[config.mk]
export PLATFORM = sky130hd
export DESIGN_NAME = pcw_config
export DESIGN_NICKNAME = d
export VERILOG_FILES = /design/src/include/pcw_pkg.sv /design/src/hdl/pcw_config.sv
export SDC_FILE = /design/constraint.sdc
export NUM_CORES = 1
export LEC_CHECK = 0
export ABC_AREA = 1
export BUFFER_PORTS_ARGS = -buffer_cell sky130_fd_sc_hd__buf_2
export CAP_MARGIN = 20
export CORE_AREA = 2 2 66 68
export CTS_BUF_LIST = sky130_fd_sc_hd__clkbuf_8
export DETAILED_ROUTE_END_ITERATION = 16
export DIE_AREA = 0 0 68 70
export GPL_TIMING_DRIVEN = 0
export MAX_ROUTING_LAYER = met4
export PLACE_DENSITY_LB_ADDON = 0.2
export SLEW_MARGIN = 20
export SYNTH_ARGS = -nofsm -noshare
export SYNTH_HDL_FRONTEND = slang
export SYNTH_SLANG_ARGS = --single-unit
export TNS_END_PERCENT = 1
[constraint.sdc]
create_clock -name CLK_I -period 1.5 [get_ports CLK_I]
set_input_delay 0.3 -clock CLK_I [delete_from_list [all_inputs] [get_ports CLK_I]]
set_output_delay 0.3 -clock CLK_I [all_outputs]
set_load 0.01 [all_outputs]
[src/include/pcw_pkg.sv]
// constants for the pwm cycle length configuration register
// assumes an sfr bus with page select driven by the cpu core
// Notes on behaviour
// - register answers at sfr address 0xd9 only while sfr page 0x0f is selected
// - bank select 0 steers compare accesses to compare values, 1 to auto-reload
// - in 9, 10 and 11-bit pwm the auto-reload value is the reload
// - other modes ignore auto-reload registers, though still readable and writable
// - irq enable bit 6 with flag set raises the shared array interrupt
// - flag sets on main counter overflow at bit 8, 9, 10 or 11 per length
// - flag bit 5 set by hardware or software, cleared only by software zero
// - bits 4 to 2 read zero, writes ignored
// - length code 00 is 8 bits, 10 is 10 bits, 11 is 11 bits
// - selected length applies to all non-16-bit pwm channels together
// - 16-bit pwm channels ignore the length field and use full counter
// - wide select 1 picks 16-bit pwm, 0 picks shared 8 to 11-bit length
package pcw_pkg;
    localparam logic [7:0] PCW_ADDR        = 8'hd9;
    localparam logic [7:0] PCW_PAGE        = 8'h0f;
    localparam logic [7:0] PCW_RESET       = 8'h00;
    localparam int         PCW_BANK_BIT    = 7;
    localparam int         PCW_IRQEN_BIT   = 6;
    localparam int         PCW_FLAG_BIT    = 5;
    localparam int         PCW_LEN_LSB     = 0;
    localparam logic [7:0] PCW_WMASK       = 8'he3;
    localparam logic [1:0] PCW_LEN_8       = 2'h0;
    localparam logic [1:0] PCW_LEN_9       = 2'h1;
    localparam logic [1:0] PCW_LEN_10      = 2'h2;
    localparam logic [1:0] PCW_LEN_11      = 2'h3;
endpackage

[src/hdl/pcw_config.sv]
// pwm cycle length configuration register of the counter array
// assumes sfr bus strobes are one-cycle pulses synchronous to CLK_I
`timescale 1ns/1ns
module pcw_config #(
    parameter int CHANNELS = 6
) (
    input  wire logic                CLK_I,
    input  wire logic                RST_N_I,
    input  wire logic [7:0]          SFR_ADDR_I,
    input  wire logic [7:0]          SFR_PAGE_I,
    input  wire logic                SFR_WR_I,
    input  wire logic                SFR_RD_I,
    input  wire logic [7:0]          SFR_WDATA_I,
    output logic      [7:0]          SFR_RDATA_O,
    output logic                     SFR_HIT_O,
    input  wire logic [15:0]         MAIN_COUNTER_I,
    input  wire logic                COUNTER_TICK_I,
    input  wire logic [CHANNELS-1:0] WIDE_PWM_SELECT_I,
    input  wire logic [CHANNELS-1:0] PWM_MODE_I,
    output logic                     RELOAD_BANK_SELECT_O,
    output logic [CHANNELS-1:0]      USE_RELOAD_O,
    output logic [CHANNELS-1:0][15:0] CYCLE_MASK_O,
    output logic                     CYCLE_WRAP_FLAG_O,
    output logic                     IRQ_REQ_O
);
    import pcw_pkg::*;

    // ----------------------------------------------------------------
    // register decode
    // ----------------------------------------------------------------
    logic [7:0] cfg_r;
    logic [7:0] cfg_nxt;
    wire        sel      = (SFR_ADDR_I == PCW_ADDR) && (SFR_PAGE_I == PCW_PAGE);
    wire        wr_hit   = sel && SFR_WR_I;
    wire [1:0]  len_sel  = cfg_r[PCW_LEN_LSB +: 2];
    wire        bank_sel = cfg_r[PCW_BANK_BIT];
    wire        irq_en   = cfg_r[PCW_IRQEN_BIT];
    wire        flag     = cfg_r[PCW_FLAG_BIT];

    // top counter bit of the active cycle length
    function automatic logic [3:0] len_top(input logic [1:0] code);
        case (code)
            PCW_LEN_8:  len_top = 4'h7;
            PCW_LEN_9:  len_top = 4'h8;
            PCW_LEN_10: len_top = 4'h9;
            PCW_LEN_11: len_top = 4'ha;
            default:    len_top = 4'h7;
        endcase
    endfunction

    // ----------------------------------------------------------------
    // cycle wrap detect
    // ----------------------------------------------------------------
    // a wrap is the counter bits below the cycle length all ones as the counter advances
    wire [3:0]  top       = len_top(len_sel);
    wire [15:0] len_mask  = 16'hffff >> (4'hf - top);
    wire        cycle_end = COUNTER_TICK_I && ((MAIN_COUNTER_I & len_mask) == len_mask);

    // ----------------------------------------------------------------
    // register update: hardware set wins over a software clear
    // ----------------------------------------------------------------
    always_comb begin
        cfg_nxt = cfg_r;
        if (wr_hit) begin
            cfg_nxt = SFR_WDATA_I & PCW_WMASK;
        end
        if (cycle_end) begin
            cfg_nxt[PCW_FLAG_BIT] = 1'b1;
        end
    end

    always_ff @(posedge CLK_I or negedge RST_N_I) begin
        if (!RST_N_I) begin
            cfg_r <= PCW_RESET;
        end else begin
            cfg_r <= cfg_nxt;
        end
    end

    // ----------------------------------------------------------------
    // outputs
    // ----------------------------------------------------------------
    assign SFR_HIT_O            = sel && (SFR_RD_I || SFR_WR_I);
    assign SFR_RDATA_O          = cfg_r & PCW_WMASK;
    assign RELOAD_BANK_SELECT_O = bank_sel;
    assign CYCLE_WRAP_FLAG_O    = flag;
    assign IRQ_REQ_O            = flag && irq_en;

    // reload only matters for 9 to 11-bit pwm on narrow channels
    wire narrow_long = (len_sel != PCW_LEN_8);
    genvar g;
    generate
        for (g = 0; g < CHANNELS; g++) begin : g_ch
            assign USE_RELOAD_O[g] = PWM_MODE_I[g] && !WIDE_PWM_SELECT_I[g] && narrow_long;
            assign CYCLE_MASK_O[g] = WIDE_PWM_SELECT_I[g] ? 16'hffff : len_mask;
        end
    endgenerate
endmodule // pcw_config

After elaboration in Yosys (flattened, before gate mapping)
Cells that the tools add are included.

storage, ports and cells
  memories kept = 0
  memory bits (read-only) = 0
  bits in latches = 0
  output and inout port bits = 114
  logic and storage cells = 47
  input port bits = 57
  register bits = 5
  RAM bits = 0

operators by class
  reduce and logical (&&, ||, !) cells = 27
  multiplexer cells = 9
  add/sub/neg operators = 1
  shift-type cells = 1
  equal/unequal tests = 6
  magnitude comparators = 0
  multipliers = 0
  divide/modulo/power cells = 0
  bitwise operators = 1

operator list
  kind                   count
  $mux 16                6
  $logic_and 1x1->1      17
  $and 16x16->16         1
  $eq 16x16->1           1
  $pmux 4 s4             1
  $shr 16x4->16 const A  1
  $eq 8x4->1 const B     1
  $eq 8x8->1 const B     1
  $logic_not 1->1        6
  $mux 6                 1
  $eq 2x2->1 const B     2
  $reduce_bool 2->1      2
  $sub 4x4->4 const A    1
  $eq 2x1->1 const B     1
  $logic_not 2->1        1
  $logic_or 1x1->1       1
  $mux 1                 1

Longest topological paths before layout
Gate-level depths: netlist of run 1.

  depth in word-level cells = 8
  mapped depth = 7
  mapped depth without buffers = 7

Worst setup path after synthesis of run 1
Ideal clock, no wire load.

  kind = reg2out
  start point = reg cfg_r[1]
  end point = out CYCLE_MASK_O[24] (netlist name)
  setup slack = 0.206 ns
  required time = 1.200 ns
  cell stages (with the launch flop) = 5
  path buffers = 1
  arrival = 0.994 ns
  cells stage by stage = dfrtp_1 or2_1 inv_1 buf_6 nand2_1

RTL lines
  what                    line              text
  start, declared         pcw_config.sv:31  logic [7:0] cfg_r;
  start signal, assigned  pcw_config.sv:76  cfg_r <= cfg_nxt;
  end, declared           pcw_config.sv:22  output logic [CHANNELS-1:0][15:0] CYCLE_MASK_O,

==> impl_metrics.ini, run 1 <==
[logic_synthesis]
ys_top_cells_by_area = buf_4, nand2_1, dfrtp_1
synth_top_family_by_area = buffers and inverters
ys.flop_type = dfrtp_1
avgSynthCellArea_um2 = 6.180
synth_compound_area_frac = 0.02237
yosys.area_share.simple = 0.2617
synth_seq_cells = 5
synth_async_sr_flop_share = 1.000
ys_types = 17
muxShareOfSynthArea = 0
yosys.area_share.adder = 0
synthXorXnorAreaFrac = 0
yosysTopAreaCell = buf_4
synth.top_cell.area_share = 0.4765
syn_inst = 181
synth_edf_count = 0
yosysSeqAreaShare = 0.1119
yosysMostFrequentCell = buf_4
synth_commonest_cells = buf_4, nand2_1, inv_1, clkbuf_1, nor2_1
yosys_warnings = 0
syn-cell-area_um2 = 1119

[timing]
hold_viol = 0
setup_viol = 12
max_freq_mhz = 647.1
worst_slack_ps = -45.28
finalMaxSlewViolations = 0
fin_crit_ps = 1545
setup_tns_ps = -357.9
rsz0062_at_grt = true
fin_skew_ps = 3.753
timing.final.crit_share = 1.030

[detailed_routing]
viasPerCell = 3.317
routed_wl_mm = 3.221
drc = 0
dr.first_iter.drc_count = 29
via_count = 1340
drt_first_pass_iters = 4
antenna_left = 0
wl_per_cell_um = 7.973

[finish]
regArea_um2 = 126.4
largest_reg_flops = 5
stdcell_area_um2 = 2077
largestRegisters = cfg_r (5)
diodes = 0
top_register = cfg_r
fin_nets = 410
layout.cells.non_filler = 404
drive_above_1_share = 0.5881
syn_to_final_growth_pct = 85.68
multi_input_area_um2 = 524.3
fill_cells = 425

[run_status]
status = finished with violations
violations = negative setup slack

[cts]
cts_tree = yes
cts_root_buf = clkbuf_8
clock-sinks = 5
clk_latency_ps = 220
htreeDepth = 1
cts.path.max_buffers = 2
clk_pin_slew_ps = 30
cts_buffers = 3

[power_and_ir_drop]
power_density_nw_per_um2 = 398.1
power.switching_uw = 273.1
p_comb_frac = 0.539
seq_power_share = 0.170
swShare = 0.3303
clock_power_share = 0.292
intPower_uw = 553.7
ir_drop_v = 0.0005184
leakage_uw = 0.001369

[run]
cap_violations = 0

[global_routing]
overflow = 0
grt_max_degree = 11
grt_antenna_before_repair = 0
grtUsageTotal = 0.1245
grt_pass1_wl_mm = 4.422
grt_pass1_vias = 969

[critical_path]
path_class = flop to output pin
r2r-end = cfg_r[5]
timing.rr.start = cfg_r[1]
cp_top_family = flip-flops
end_kind = output pin
critPathArrivalTime_ps = 1250
cp.required_ps = 1200
critPathLaunch = cfg_r[1]
reg2reg_slack_ps = 360
worst_path_max_delay_cell = dfrtp_2
path_common_cell = buf_6
endpoint = CYCLE_MASK_O[24]
path_buf_inv = 3
path_cells = or2_4 > inv_4 > buf_6 > nand2_2 > buf_6
ff2ff_path_depth = 5
crit_cells = 5
slowest_delay_ps = 390
critPathMaxFanout = 5
crit_path_start_kind = flop

[floorplan]
dieArea_um2 = 4760
io_pins = 171
fp-row-count = 24
placeableCoreArea_um2 = 4144
die_h_um = 70
initial_core_util = 0.2699
die_w_um = 68

[place]
dp_cells = 393
port_buffers = 111
post-place-ws_ps = 26.02
hpwl_mm = 2.863
place_area_um2 = 1923
gp_congestion = 0.6568

[worst_hold_path]
hold_class = primary input to flop
[how the worst min path moves through the flow]
stage | from | endpoint | slack [ps] | cells after the start
finish | SFR_WDATA_I[1] | cfg_r[1] | 310 | 3
global route | SFR_WDATA_I[6] | cfg_r[6] | 320 | 3
CTS | SFR_WDATA_I[6] | cfg_r[6] | 310 | 3
detailed placement | RST_N_I | cfg_r[7] | 120 | 1
global placement | RST_N_I | cfg_r[7] | 120 | 1
floorplan | RST_N_I | cfg_r[0] | 4 | 0
[area by class of cell]
cell class | count | area share
Timing Repair Buffer | 118 | 0.3108
Multi-Input combinational cell | 120 | 0.2524
Clock buffer | 3 | 0.01988
Tap cell | 52 | 0.03133
Inverter | 21 | 0.03916
Clock inverter | 1 | 0.001807
Buffer | 84 | 0.2837
Sequential cell | 5 | 0.06084
[layout by cell type (no fill, tap or decap), drive strengths merged]
master and n:
buf 189, conb 51, a21oi 1, nand2 40, nand4 2, o21ai 4, inv 22, clkbuf 15
nor2 14, nand3 6, dlygate4sd3 1, or2 2, dfrtp 5
[worst reg2reg max path, cell delays in order, from the launching register on]
cell     delay [ps]
dfrtp_2         390
or2_4           260
buf_4           130
a21oi_1         110
nand3_1          90
nand3_1          90
[power by group through the flow]
stage	combinational [uW]	clock (uW)	sequential (uW)
floorplan	285	0	143
global placement	428	0	142
detailed placement	429	0	142
CTS	432	249	140
global route	492	257	141
finish	445	241	140
[kinds of logic (layout without fill, tap and decap cells)]
family                 Yosys count  after routing
and+or+nand+nor                 64             64
buffers and inverters          105            227
AOI/OAI and AO/OA                5              5
DFF                              5              5
other                            2             51
[routing by layer]
layer | GRT usage | part of all wire | up-vias
li1 | - | - | 743
met1 | 0.1144 | 0.31 | 513
met2 | 0.2427 | 0.54 | 80
met3 | 0.02576 | 0.14 | 4
met4 | 0.04000 | 0.0099 | 0
met5 | - | 0 | -
[per-stage QoR]
step,power [uW],hold slack (ps),utilization
4_1_cts,821.6,309.0,0.4906
2_1_floorplan,427.6,4.409,-
5_1_grt,890.1,315.0,0.5012
3_3_place_gp,569.7,119.8,0.4641
6_report,826.8,311.5,0.5012
3_5_place_dp,571.3,120.4,0.4641
[timing repair]
item	4_1_cts	5_1_grt
pin swaps	1	1
cloned	1	0
hold endpoints to repair	5	0
setup buffers	5	0
hold buffers	1	0
gates resized for setup	6	11
setup endpoints to repair	12	13
(Power assumes the default switching activity.)
==> run 2, diff against run 1 <==
Clock period 1.5 ns to 1.8 ns, I/O delays scaled along.
==> run 2 against run 1 <==
The flow now finishes without violations. Critical path depth stayed put. Clock power is 17% lower. Combinational power is 19% lower. Sequential cell count stayed put. Clock skew stayed put. Hold slack better by 60 ps. Largest power group unchanged. Highest routed layer unchanged.
==> impl_metrics.ini, run 2 (synthesis results as in run 1) <==
[detailed_routing]
via_count = 1307
drc = 0
antenna_left = 0
viasPerCell = 3.284
drt_first_pass_iters = 4
dr.first_iter.drc_count = 24
wl_per_cell_um = 7.854
routed_wl_mm = 3.126

[floorplan]
dieArea_um2 = 4760
io_pins = 171
placeableCoreArea_um2 = 4144
die_h_um = 70
fp-row-count = 24
initial_core_util = 0.2699
die_w_um = 68

[finish]
fin_nets = 404
fill_cells = 440
largestRegisters = cfg_r (5)
layout.cells.non_filler = 398
top_register = cfg_r
diodes = 0
largest_reg_flops = 5
drive_above_1_share = 0.5607
syn_to_final_growth_pct = 76.96
layout_common_cells = buf_2, buf_4, conb_1
final_common_cell = buf_2

[global_routing]
grt_pass1_wl_mm = 4.264
grt_pass1_vias = 933
grtUsageTotal = 0.1202
grt_max_degree = 11
grt_antenna_before_repair = 0
overflow = 0

[place]
gp_congestion = 0.6568
hpwl_mm = 2.863
dp_cells = 393
port_buffers = 111

[timing]
fin_crit_ps = 1701
hold_viol = 0
finalMaxSlewViolations = 0
fin_skew_ps = 3.753
setup_viol = 0
setup_tns_ps = 0
rsz0062_at_grt = false
timing.final.crit_share = 0.9450
max_freq_mhz = 587.9

[critical_path]
path_buf_inv = 3
reg2reg_slack_ps = 710
critPathMaxFanout = 10
cp_top_family = flip-flops
worst_path_max_delay_cell = dfrtp_2
critPathArrivalTime_ps = 1340
crit_path_start_kind = flop
path_cells = or2_1 > inv_2 > buf_6 > nand2_1 > buf_2
cp.required_ps = 1440
path_class = flop to output pin
end_kind = output pin
slowest_delay_ps = 430

[cts]
htreeDepth = 1
post_cts_buffers = 0
cts_root_buf = clkbuf_8
clock-sinks = 5
clk_latency_ps = 220
cts_buffers = 3
clk_pin_slew_ps = 30
cts.path.max_buffers = 2
cts_tree = yes

[power_and_ir_drop]
swShare = 0.3313
power.switching_uw = 224.7
seq_power_share = 0.172
intPower_uw = 453.6
clock_power_share = 0.296
p_comb_frac = 0.531
leakage_uw = 0.001327
power_density_nw_per_um2 = 342.7
ir_drop_v = 0.0004313

[run_status]
status = finished clean

[run]
cap_violations = 0

[worst_hold_path]
hold_class = primary input to flop
-- run 2: final cells by class --
class	instances	area [um2]	area share
plain buffers	84	589.3	0.2977
multi-input cells	120	509.2	0.2573
well taps	52	65.06	0.03287
inverters	21	78.83	0.03982
clock inverters	1	3.754	0.001896
flip-flops and latches	5	126.4	0.06384
clock buffers	3	41.29	0.02086
repair buffers	112	565.5	0.2857
-- run 2: power by group through the flow --
stage,Sequential [uW],Clock (uW),Combinational (uW)
final,117,201,360
after detailed placement,118,0,358
after CTS,117,208,360
after floorplan,119,0,237
after global routing,117,214,400
after global placement,118,0,356
-- run 2: through the flow --
step	total power (uW)	utilization	worst slack, ps	area, um2	hold slack (ps)
floorplan	356.3	-	445.6	1303	64.41
global placement	474.8	0.4641	253.2	1923	179.8
detailed placement	476.1	0.4641	266.0	1923	180.4
CTS	684.5	0.4774	29.90	1978	369.0
global route	731.3	0.4777	14.53	1979	375.0
finish	678.3	0.4777	98.94	1979	371.5
-- run 2: worst reg2reg max path, delay by kind of cell, from the launching register on --
family	cells	cell delay, ps
AO/OA/AOI/OAI	1	130
flip-flops	1	430
AND/OR/NAND/NOR	3	450
-- run 2: final timing paths --
path | from | to | cells past startpoint
max | cfg_r[1] | CYCLE_MASK_O[24] | 5
min | SFR_WDATA_I[1] | cfg_r[1] | 3
max reg2reg | cfg_r[1] | cfg_r[5] | 4
min reg2reg | cfg_r[6] | cfg_r[6] | 2
max in group asynchronous | RST_N_I | cfg_r[1] | 2
min in group asynchronous | RST_N_I | cfg_r[7] | 2
-- run 2: routing by layer --
| metal | GRT usage | share of wire | vias up |
|---|---|---|---|
| met1 | 0.1114 | 0.31 | 494 |
| li1 | - | - | 729 |
| met5 | - | 0 | - |
| met3 | 0.02576 | 0.15 | 4 |
| met2 | 0.2319 | 0.53 | 80 |
| met4 | 0.04000 | 0.010 | 0 |
-- run 2: repair_timing --
| action | CTS | global route |
|---|---|---|
| endpoints found under the setup margin | 0 | 10 |
| hold endpoints to repair | 5 | 0 |
| resized for setup | 0 | 2 |
| hold buffers | 1 | 0 |
==> run 3, diff against run 2 <==
Settings changed: ABC_AREA 1 to unset.
==> run 3 against run 2 <==
Highest routed layer is now met3. Synthesized cell count decreased by 24%. Power increased by 0.20%. Count of clock-buffer cells in the layout unchanged. Via count decreased by 6.4%. The run now ends with negative setup slack left. Cell count decreased by 11%. Critical path type is now primary input to output pin. Sequential power about the same. Hold slack got worse by 2.0 ps.
==> impl_metrics.ini, run 3 <==
[timing]
timing.final.crit_share = 1.043
worst_slack_ps = -77.50
finalMaxSlewViolations = 0
max_freq_mhz = 532.6
fin_crit_ps = 1877
hold_viol = 0
holdWs_ps = 369.5
setup_viol = 1
fin_skew_ps = 3.417
rsz0062_at_grt = true

[logic_synthesis]
syn_inst = 137
synth_async_sr_flop_share = 1.000
synth_edf_count = 0
yosys_warnings = 0
ys_top_cells_by_area = buf_4, dfrtp_1, mux2_4
syn-cell-area_um2 = 1102
yosysMostFrequentCell = buf_4
ys_types = 25
yosysTopAreaCell = buf_4
synth.top_cell.area_share = 0.4835
synth_seq_cells = 5
yosysSeqAreaShare = 0.1135
synth_commonest_cells = buf_4, clkbuf_1
avgSynthCellArea_um2 = 8.046
ys.flop_type = dfrtp_1

[place]
gp_congestion = 0.6858
hpwl_mm = 2.694
place_area_um2 = 1907
post-place-ws_ps = -110.2
port_buffers = 111

[floorplan]
dieArea_um2 = 4760
fp-row-count = 24
placeableCoreArea_um2 = 4144
die_w_um = 68
io_pins = 171
initial_core_util = 0.2660
die_h_um = 70

[cts]
clock-sinks = 5
post_cts_buffers = 0
cts_root_buf = clkbuf_8
htreeDepth = 1
cts_tree = yes
clk_latency_ps = 220
clk_pin_slew_ps = 40
cts.path.max_buffers = 2
cts_buffers = 3

[critical_path]
critPathArrivalTime_ps = 1520
ff2ff_path_depth = 4
end_kind = output pin
crit_path_start_kind = primary input
path_class = primary input to output pin
critPathMaxFanout = 3
cp.required_ps = 1440

[run]
cap_violations = 0

[run_status]
violations = negative setup slack
status = finished with violations

[detailed_routing]
viasPerCell = 3.455
antenna_left = 0
via_count = 1223
drc = 0
routed_wl_mm = 3.056
drt_first_pass_iters = 3
dr.first_iter.drc_count = 19
wl_per_cell_um = 8.633

[global_routing]
grt_pass1_vias = 925
grtUsageTotal = 0.1135
grt_pass1_wl_mm = 4.126
grt_antenna_before_repair = 0
overflow = 0
grt_max_degree = 11

[finish]
largestRegisters = cfg_r (5)
stdcell_area_um2 = 1979
drive_above_1_share = 0.6755
syn_to_final_growth_pct = 79.57
layout_common_cells = buf_2, buf_4, conb_1
final_common_cell = buf_2
fill_cells = 439
fin_nets = 360
diodes = 0
top_register = cfg_r
largest_reg_flops = 5

[power_and_ir_drop]
power.total_uw = 679.7
ir_drop_v = 0.0002034
leakage_uw = 0.001236
power_density_nw_per_um2 = 343.4

[worst_hold_path]
hold_depth = 2
hold_class = primary input to flop
-- run 3: where the power goes --
part | total [uW] | switching (uW) | internal (uW)
combinational | 360 | 158 | 202
sequential | 117 | 2.21 | 115
clock | 202 | 55.9 | 146
total | 680 | 216 | 464
-- run 3: final timing paths --
check | from | endpoint | slack (ps)
worst max-delay path | SFR_PAGE_I[5] | SFR_HIT_O | -80
worst min-delay path | SFR_WDATA_I[0] | cfg_r[0] | 370
worst max register to register | cfg_r[0] | cfg_r[5] | 370
worst min register to register | cfg_r[6] | cfg_r[6] | 530
max in group asynchronous | RST_N_I | cfg_r[1] | 1170
min in group asynchronous | RST_N_I | cfg_r[7] | 480
-- run 3: metrics by stage --
step / util / setup TNS, ps / instances
3_5_place_dp: 0.4601 / -216.6 / 349
4_1_cts: 0.4758 / -100.5 / 354
6_report: 0.4777 / -77.50 / 354
3_3_place_gp: 0.4601 / -138.4 / 349
2_1_floorplan: - / 0 / 186
5_1_grt: 0.4777 / -137.5 / 354
-- run 3: cells by family after synthesis --
logic type,synth area share
AO/OA/AOI/OAI,0.02952
buffers and inverters,0.5312
flip-flops,0.1135
multiplexers,0.05449
other,0.006813
AND/OR/NAND/NOR,0.2645
-- run 3: layer usage --
| layer | part of all wire | wire length (um) | GRT usage | vias up |
|---|---|---|---|---|
| met5 | 0 | 0 | - | - |
| met3 | 0.15 | 464 | 0.02576 | 0 |
| met4 | 0 | 0 | 0.02667 | 0 |
| li1 | - | - | - | 644 |
| met1 | 0.34 | 1047 | 0.1193 | 490 |
| met2 | 0.51 | 1544 | 0.2082 | 89 |
-- run 3: layout make-up --
type,count,area [um2],area share
Buffer,84,583.1,0.2946
Clock buffer,3,41.29,0.02086
Clock inverter,1,3.754,0.001896
Inverter,1,3.754,0.001896
Multi-Input combinational cell,96,578.1,0.2920
Sequential cell,5,126.4,0.06384
Tap cell,52,65.06,0.03287
Timing Repair Buffer,112,578.1,0.2920
-- run 3: worst max-delay path, cell delays in order --
cell    delay (ps)
buf_6           90
or4b_4         540
nor4_4         240
o21a_1         170
buf_2          120
-- run 3: repair_timing --
item,4_1_cts,5_1_grt
endpoints found under the hold margin,5,0
setup endpoints to repair,10,3
gates resized for setup,3,3
pin swaps,0,0
hold buffers,1,0
